==> config.mk <==
export PLATFORM = sky130hd
export DESIGN_NAME = gpiop_port
export DESIGN_NICKNAME = d
export VERILOG_FILES = /design/src/gpiop_pkg.sv /design/src/gpiop_port.sv
export SDC_FILE = /design/constraint.sdc
export NUM_CORES = 1
export LEC_CHECK = 0
export BUFFER_PORTS_ARGS = -buffer_cell sky130_fd_sc_hd__buf_2
export CAP_MARGIN = 20
export CORE_UTILIZATION = 48
export CTS_CLUSTER_DIAMETER = 50
export DETAILED_ROUTE_END_ITERATION = 10
export PLACE_DENSITY = 0.8
export SKIP_LAST_GASP = 1
export SLEW_MARGIN = 20
export SYNTH_ARGS = -nofsm -noshare
export SYNTH_HDL_FRONTEND = slang
export SYNTH_SLANG_ARGS = --single-unit
==> constraint.sdc <==
create_clock -name sys_clk -period 1.7 [get_ports sys_clk]
set_input_delay 0.085 -clock sys_clk [delete_from_list [all_inputs] [get_ports sys_clk]]
set_output_delay 0.085 -clock sys_clk [all_outputs]
set_load 0.05 [all_outputs]
==> src/gpiop_pkg.sv <==
package gpiop_pkg;
   localparam int NPINS = 8;
   // Interrupt trigger encodings
   typedef enum logic [2:0] {
      GPIOP_TRIG_FALL = 3'h0,
      GPIOP_TRIG_RISE = 3'h1,
      GPIOP_TRIG_BOTH = 3'h2,
      GPIOP_TRIG_LOW = 3'h3,
      GPIOP_TRIG_HIGH = 3'h4
   } gpiop_trig_t;
   // Drive strength encodings
   typedef enum logic [1:0] {
      GPIOP_DRV_2MA = 2'h0,
      GPIOP_DRV_4MA = 2'h1,
      GPIOP_DRV_8MA = 2'h2
   } gpiop_drv_t;
   // Per-pin configuration
   typedef struct packed {
      logic dir_out;
      gpiop_trig_t trig;
      gpiop_drv_t drive;
      logic slew;
      logic pull_up;
      logic pull_down;
      logic open_drain;
      logic periph;
   } gpiop_cfg_t;
   localparam gpiop_cfg_t GPIOP_CFG_RST = '{dir_out: 1'b0,
      trig: GPIOP_TRIG_FALL, drive: GPIOP_DRV_2MA, slew: 1'b0,
      pull_up: 1'b0, pull_down: 1'b0, open_drain: 1'b0, periph: 1'b0};
   // Pad controls presented per pin
   typedef struct packed {
      gpiop_drv_t drive;
      logic slew;
      logic pull_up;
      logic pull_down;
   } gpiop_pad_t;
   localparam gpiop_pad_t GPIOP_PAD_RST = '{drive: GPIOP_DRV_2MA,
      slew: 1'b0, pull_up: 1'b0, pull_down: 1'b0};
   localparam logic [7:0] GPIOP_DATA_RST = 8'h00;
endpackage : gpiop_pkg

==> src/gpiop_port.sv <==
`timescale 1ns/10ps
//
// Contract
// - Eight pins each set as input or output, all inputs after reset.
// - Inputs raise interrupts on high, low, rising, falling or both edges.
// - Drive is 2, 4 or 8 mA, slew only with 8 mA, 2 mA after reset.
// - Weak pull-up or pull-down per pin, none after reset.
// - Open-drain per pin instead of push-pull, push-pull after reset.
// - Pin owned by GPIO or peripheral, GPIO after reset.
// - Address bits of one data access form a per-pin mask.
// - Mask bit n selects pin n.
// - A masked read returns only the selected pins.
// - A masked write updates all selected pins at once, others unchanged.
module gpiop_port
   import gpiop_pkg::*;
(
   // Clock and reset
   input wire logic sys_clk,
   input wire logic srst,
   // Configuration write, one pin group per access
   input wire logic cfg_we,
   input wire logic [7:0] cfg_pins,
   input wire gpiop_cfg_t cfg_wdata,
   // Masked data access, pin_select_mask from address bits
   input wire logic data_we,
   input wire logic data_re,
   input wire logic [7:0] pin_select_mask,
   input wire logic [7:0] data_wdata,
   output logic [7:0] data_rdata,
   // Interrupt control
   input wire logic int_en_we,
   input wire logic [7:0] int_en_wdata,
   input wire logic int_clr,
   input wire logic [7:0] int_clr_pins,
   output logic [7:0] int_raw,
   output logic [7:0] int_masked,
   output logic port_irq,
   // Peripheral side
   input wire logic [7:0] periph_out,
   input wire logic [7:0] periph_oe,
   input wire logic [7:0] periph_present,
   output logic [7:0] periph_in,
   // Pads
   input wire logic [7:0] pad_in,
   output logic [7:0] pad_out,
   output logic [7:0] pad_oe,
   output gpiop_pad_t [7:0] pad_ctl
);
   //--------------------------------------------------
   // Input synchroniser
   //--------------------------------------------------
   logic [7:0] sync1_r, sync2_r, prev_r;
   logic [7:0] sync1_nxt, sync2_nxt, prev_nxt;
   always_comb begin
      sync1_nxt = pad_in;
      sync2_nxt = sync1_r;
      prev_nxt = sync2_r;
   end
   always_ff @(posedge sys_clk) begin
      if (srst) begin
         sync1_r <= 8'h00;
         sync2_r <= 8'h00;
         prev_r <= 8'h00;
      end else begin
         sync1_r <= sync1_nxt;
         sync2_r <= sync2_nxt;
         prev_r <= prev_nxt;
      end
   end
   //--------------------------------------------------
   // Configuration and data registers
   //--------------------------------------------------
   gpiop_cfg_t [7:0] cfg_r, cfg_nxt;
   logic [7:0] dout_r, dout_nxt;
   logic [7:0] rdata_r, rdata_nxt;
   always_comb begin
      cfg_nxt = cfg_r;
      dout_nxt = dout_r;
      rdata_nxt = rdata_r;
      for (int i = 0; i < NPINS; i++) begin
         if (cfg_we && cfg_pins[i]) begin
            cfg_nxt[i] = cfg_wdata;
            // Slew control only meaningful with 8 mA
            if (cfg_wdata.drive != GPIOP_DRV_8MA)
               cfg_nxt[i].slew = 1'b0;
         end
      end
      if (data_we)
         dout_nxt = (dout_r & ~pin_select_mask)
                  | (data_wdata & pin_select_mask);
      if (data_re)
         rdata_nxt = sync2_r & pin_select_mask;
   end
   always_ff @(posedge sys_clk) begin
      if (srst) begin
         cfg_r <= {NPINS{GPIOP_CFG_RST}};
         dout_r <= GPIOP_DATA_RST;
         rdata_r <= 8'h00;
      end else begin
         cfg_r <= cfg_nxt;
         dout_r <= dout_nxt;
         rdata_r <= rdata_nxt;
      end
   end
   //--------------------------------------------------
   // Interrupt detection
   //--------------------------------------------------
   logic [7:0] hit, raw_r, raw_nxt, en_r, en_nxt;
   always_comb begin
      for (int i = 0; i < NPINS; i++) begin
         case (cfg_r[i].trig)
            GPIOP_TRIG_FALL: hit[i] = prev_r[i] & ~sync2_r[i];
            GPIOP_TRIG_RISE: hit[i] = ~prev_r[i] & sync2_r[i];
            GPIOP_TRIG_BOTH: hit[i] = prev_r[i] ^ sync2_r[i];
            GPIOP_TRIG_LOW: hit[i] = ~sync2_r[i];
            GPIOP_TRIG_HIGH: hit[i] = sync2_r[i];
            default: hit[i] = 1'b0;
         endcase
         // Only input-mode GPIO pins trigger
         if (cfg_r[i].dir_out || cfg_r[i].periph)
            hit[i] = 1'b0;
      end
      en_nxt = int_en_we ? int_en_wdata : en_r;
      raw_nxt = raw_r;
      if (int_clr)
         raw_nxt = raw_r & ~int_clr_pins;
      raw_nxt = raw_nxt | hit;
   end
   always_ff @(posedge sys_clk) begin
      if (srst) begin
         raw_r <= 8'h00;
         en_r <= 8'h00;
      end else begin
         raw_r <= raw_nxt;
         en_r <= en_nxt;
      end
   end
   //--------------------------------------------------
   // Pad and output registers
   //--------------------------------------------------
   logic [7:0] pout_nxt, poe_nxt, pin_nxt, masked_nxt;
   gpiop_pad_t [7:0] pctl_nxt;
   logic irq_nxt;
   always_comb begin
      for (int i = 0; i < NPINS; i++) begin
         logic own_p, drv, dval;
         own_p = cfg_r[i].periph & periph_present[i];
         drv = own_p ? periph_oe[i] : cfg_r[i].dir_out;
         dval = own_p ? periph_out[i] : dout_r[i];
         pout_nxt[i] = cfg_r[i].open_drain ? 1'b0 : dval;
         poe_nxt[i] = cfg_r[i].open_drain ? (drv & ~dval) : drv;
         pin_nxt[i] = own_p & sync2_r[i];
         pctl_nxt[i].drive = cfg_r[i].drive;
         pctl_nxt[i].slew = cfg_r[i].slew;
         pctl_nxt[i].pull_up = cfg_r[i].pull_up;
         pctl_nxt[i].pull_down = cfg_r[i].pull_down;
      end
      masked_nxt = raw_nxt & en_nxt;
      irq_nxt = |masked_nxt;
   end
   always_ff @(posedge sys_clk) begin
      if (srst) begin
         pad_out <= 8'h00;
         pad_oe <= 8'h00;
         periph_in <= 8'h00;
         pad_ctl <= {NPINS{GPIOP_PAD_RST}};
         int_masked <= 8'h00;
         port_irq <= 1'b0;
      end else begin
         pad_out <= pout_nxt;
         pad_oe <= poe_nxt;
         periph_in <= pin_nxt;
         pad_ctl <= pctl_nxt;
         int_masked <= masked_nxt;
         port_irq <= irq_nxt;
      end
   end
   assign data_rdata = rdata_r;
   assign int_raw = raw_r;
endmodule : gpiop_port

==> impl_results.md <==
- Post-Place Setup Slack: -48.60 ps
- Worst Reg2Reg Path Length in Cells: 7
- Cell depth of the worst min-delay path: 4
- Input/output buffers: roughly 180
- Worst setup path startpoint: prev_nxt[2]$_SDFF_PP0_
- Critical path startpoint category: register
- Setup total negative slack: 0 ps
- Final Hold Fails: 0
- Count of unresolved DRC violations after routing: 0
- Register clock-pin slew on the reported worst setup and hold paths: 60 ps
- Leading register cell type out of synthesis: sky130_fd_sc_hd__dfxtp_1
- Global placement routability congestion: approximately 0.83
- Switching power summed over all nets: ~2.8 mW
- Number of diodes: 0
- Combinational Power Share: 0.111
- Capturing instance or port of the critical path: port_irq$_SDFF_PP0_
- HPWL after detailed placement: around 14000 um
- Critical-path cell list: inv_1, ha_1, mux2_2, a21oi_1, o22ai_1, a22oi_1, a41oi_2
- Fraction of synthesis flops using an asynchronous set or reset pin: 0
- Synthesis warning total: 0
- Via density per instance: roughly 5.2
- Number of DRC markers in iteration 0: roughly 540
- Crit Path Category: register to register
- Sequential fraction of design power: 0.473
- Gr ovfl total: 0
- Setup repair after global routing missed its margin: true
- Area growth from synthesis to layout: 35.60%
- Max Clock Freq: between 500 and 600 MHz
- Sequential area share after synthesis: 0.5450
- Number of enable-type register cells in the synthesized netlist: 0
- R2R Path End: port_irq$_SDFF_PP0_
- Post-layout utilization of the core: 0.6731
- Final std cell area, no fill: 10810 um^2
- Latest clock arrival within the worst-skew pair: 500 ps
- Share of cells above drive strength 1: 0.2393
- Start of the worst register-to-register path: prev_nxt[2]$_SDFF_PP0_
- Deepest clock path buffer count: 3
- Worst-path fanout max: 4
- Largest stage delay on the critical path: around 370 ps
- Number of top-level pins: about 180
- Result of the run: completed
- Die Y: between 100 and 150 um
- Initial antenna violation count: 0
- Final setup skew: 8.769 ps
- Endpoint kind of the worst setup timing path: register
- Reported leakage power: around 4.6 nW
- Starting utilization of the core area: 0.4964
- CTS tree: done
- Number of global-route vias before repair: 7060
- Routed WL per cell: roughly 17 um
- Setup slack of the worst register-to-register path: roughly 14 ps
- Slew at the pin closest to its max-slew limit: around 540 ps
- Post-layout worst setup margin: 13.98 ps
- Power per cell area: 1057 nW/um^2
- Internal power: between 8 and 9 mW
- Total routing usage reported by global routing: 0.2726
- Fraction of power consumed by the clock network: 0.416
- Max Slew Vio Count: 0
- Crit path time final: ~1700 ps
- Path category of the worst min-delay check: input pin to register
- H-tree depth reported by CTS: 1
- Required time of the critical path: ~2100 ps
- Setup violators final: 0
- Yosys cell types: 45
- Number of iterations in the first detailed-routing pass: 5
- Total number of vias: around 7200
- Buffer cell driving the clock tree root: sky130_fd_sc_hd__clkbuf_16
- Area post-placement: roughly 9100 um^2
- Site Rows: 46
- Num Clock Sinks: around 220
- Data arrival time at the worst-slack endpoint: roughly 2000 ps
- Share of total power consumed by net switching: 0.2492
- Peak VDD IR: approximately 720 uV
- Sum of internal, switching and leakage power: around 11 mW
- Horizontal extent of the die: 130.9 um
- Number of standard cells after synthesis: 892
- TritonCTS Buffers: 22
- Critical-path top delay cell: sky130_fd_sc_hd__dfxtp_1
- Post-route ant nets: 0
- Average footprint of a synthesized cell: a little under 9 um^2
- Register bit total from synthesis: about 220
- Floorplan die area: roughly 17000 um^2
- Largest net degree at the start of global routing: 63
- Post-route clock period utilization: 0.9918
- First-pass GRT wire length: between 30000 and 40000 um
- Max cap viols: 0
- Cell Area, Synth: approximately 8000 um^2
- Post-synthesis net count: between 900 and 1000
- Max-Slew Margin vs Limit: 0.6367
- Nets: approximately 1300
- Core Area: 16060 um^2
- Drt total wl: 23130 um
[through the flow]
step	std cells	hold slack (ps)
final	1386	32.42
after global routing	1386	21.81
after CTS	1389	13.90
after detailed placement	1255	298.8
after global placement	1255	302.9
after floorplan	892	213.2
[layout by cell type (no fill, tap or decap), types with 3 or more instances in the layout]
cell type / count
sky130_fd_sc_hd__a211oi_2: 3
sky130_fd_sc_hd__a21bo_2: 6
sky130_fd_sc_hd__a21boi_0: 4
sky130_fd_sc_hd__a21boi_1: 3
sky130_fd_sc_hd__a21oi_1: 105
sky130_fd_sc_hd__a221oi_1: 6
sky130_fd_sc_hd__and2_1: 8
sky130_fd_sc_hd__buf_12: 4
sky130_fd_sc_hd__buf_2: 177
sky130_fd_sc_hd__buf_4: 23
sky130_fd_sc_hd__clkbuf_1: 3
sky130_fd_sc_hd__clkbuf_16: 23
sky130_fd_sc_hd__clkbuf_8: 4
sky130_fd_sc_hd__clkinv_2: 6
sky130_fd_sc_hd__dfxtp_1: 214
sky130_fd_sc_hd__dlygate4sd3_1: 91
sky130_fd_sc_hd__ha_1: 15
sky130_fd_sc_hd__inv_1: 20
sky130_fd_sc_hd__mux2_2: 11
sky130_fd_sc_hd__mux2i_1: 17
sky130_fd_sc_hd__nand2_1: 197
sky130_fd_sc_hd__nand2b_1: 18
sky130_fd_sc_hd__nand3_1: 23
sky130_fd_sc_hd__nor2_1: 49
sky130_fd_sc_hd__nor2b_1: 61
sky130_fd_sc_hd__nor3_1: 26
sky130_fd_sc_hd__nor3b_1: 7
sky130_fd_sc_hd__o21ai_0: 5
sky130_fd_sc_hd__o22ai_1: 5
[kinds of logic (layout without fill, tap and decap cells)]
family / Yosys count / count (layout) / synth area share
and+or+nand+nor: 397 / 397 / 0.2298
buffers and inverters: 77 / 355 / 0.04144
DFF: 217 / 217 / 0.5450
muxes: 32 / 32 / 0.04473
adders and majority gates: 16 / 16 / 0.02511
AOI/OAI and AO/OA: 153 / 153 / 0.1140
[flip-flops by register name, indices dropped and copies added, names as in the netlist, named ones only]
signal and flops:
en_r 8, sync1_r 8, int_raw 8, pad_out 8, periph_in 8, prev_r 8, data_rdata 8, cfg_r 88
pad_oe 8, port_irq 1, prev_nxt 8, pad_ctl 40, int_masked 8
[synth_stat cells, types with 2 or more instances]
cell / count / share of area
sky130_fd_sc_hd__a211oi_1: 3 / 0.0028
sky130_fd_sc_hd__a21bo_2: 6 / 0.0075
sky130_fd_sc_hd__a21boi_0: 7 / 0.0066
sky130_fd_sc_hd__a21oi_1: 107 / 0.067
sky130_fd_sc_hd__a221oi_1: 6 / 0.0066
sky130_fd_sc_hd__a22oi_1: 3 / 0.0028
sky130_fd_sc_hd__and2_1: 8 / 0.0063
sky130_fd_sc_hd__buf_1: 5 / 0.0024
sky130_fd_sc_hd__buf_2: 3 / 0.0019
sky130_fd_sc_hd__buf_4: 8 / 0.0075
sky130_fd_sc_hd__clkbuf_1: 39 / 0.018
sky130_fd_sc_hd__dfxtp_1: 217 / 0.54
sky130_fd_sc_hd__ha_1: 16 / 0.025
sky130_fd_sc_hd__inv_1: 21 / 0.0099
sky130_fd_sc_hd__mux2_2: 11 / 0.016
sky130_fd_sc_hd__mux2i_1: 17 / 0.021
sky130_fd_sc_hd__nand2_1: 198 / 0.093
sky130_fd_sc_hd__nand2b_1: 18 / 0.014
sky130_fd_sc_hd__nand3_1: 23 / 0.014
sky130_fd_sc_hd__nor2_1: 49 / 0.023
sky130_fd_sc_hd__nor2b_1: 61 / 0.048
sky130_fd_sc_hd__nor3_1: 26 / 0.016
sky130_fd_sc_hd__nor3b_1: 7 / 0.0066
sky130_fd_sc_hd__o21ai_0: 6 / 0.0038
sky130_fd_sc_hd__o22a_1: 2 / 0.0022
sky130_fd_sc_hd__o22ai_1: 6 / 0.0047
[power groups by stage]
stage	combinational [mW]	clock [mW]	sequential (mW)
global placement	1.06	0	5.50
finish	1.27	4.75	5.40
floorplan	0.518	0	5.68
global route	1.37	5.00	5.42
CTS	1.23	4.80	5.39
detailed placement	1.08	0	5.50
[worst min path at each step]
stage / start / to
CTS: int_en_wdata[4] / en_r[4]$_SDFF_PP0_
detailed placement: pad_in[7] / sync1_r[7]$_SDFF_PP0_
floorplan: pad_in[0] / sync1_r[0]$_SDFF_PP0_
global placement: pad_in[7] / sync1_r[7]$_SDFF_PP0_
finish: int_en_wdata[4] / en_r[4]$_SDFF_PP0_
global route: int_en_wdata[4] / en_r[4]$_SDFF_PP0_
[what timing repair did]
| action | in CTS | in global routing |
|---|---|---|
| hold buffers | 95 | 0 |
| endpoints found under the setup margin | 1 | 20 |
| hold endpoints to repair | 130 | 0 |
| gates resized for setup | 2 | 17 |
| pin swaps | 2 | 3 |
| setup buffers | 1 | 1 |
[layout make-up]
class | count | area (um^2)
clock buffers | 30 | 641.9
clock inverters | 8 | 68.82
repair buffers | 296 | 2061
inverters | 21 | 78.83
well taps | 216 | 270.3
multi-input cells | 598 | 3338
fillers | 1193 | 5249
flip-flops and latches | 217 | 4350
[critical path, delay by kind of cell, from the launching register on]
kind	cells	cell delay, ps
AO/OA/AOI/OAI	4	620
adder cells (fa/ha/maj)	1	190
buffers and inverters	1	110
flip-flops	1	370
multiplexers	1	270
[routing by layer]
layer	share of wire	vias up	track usage
met5	0	-	0
li1	-	3460	-
met2	0.48	297	0.4712
met4	0.046	0	0.1420
met1	0.41	3371	0.3267
met3	0.064	68	0.04357
(Power assumes the default switching activity.)
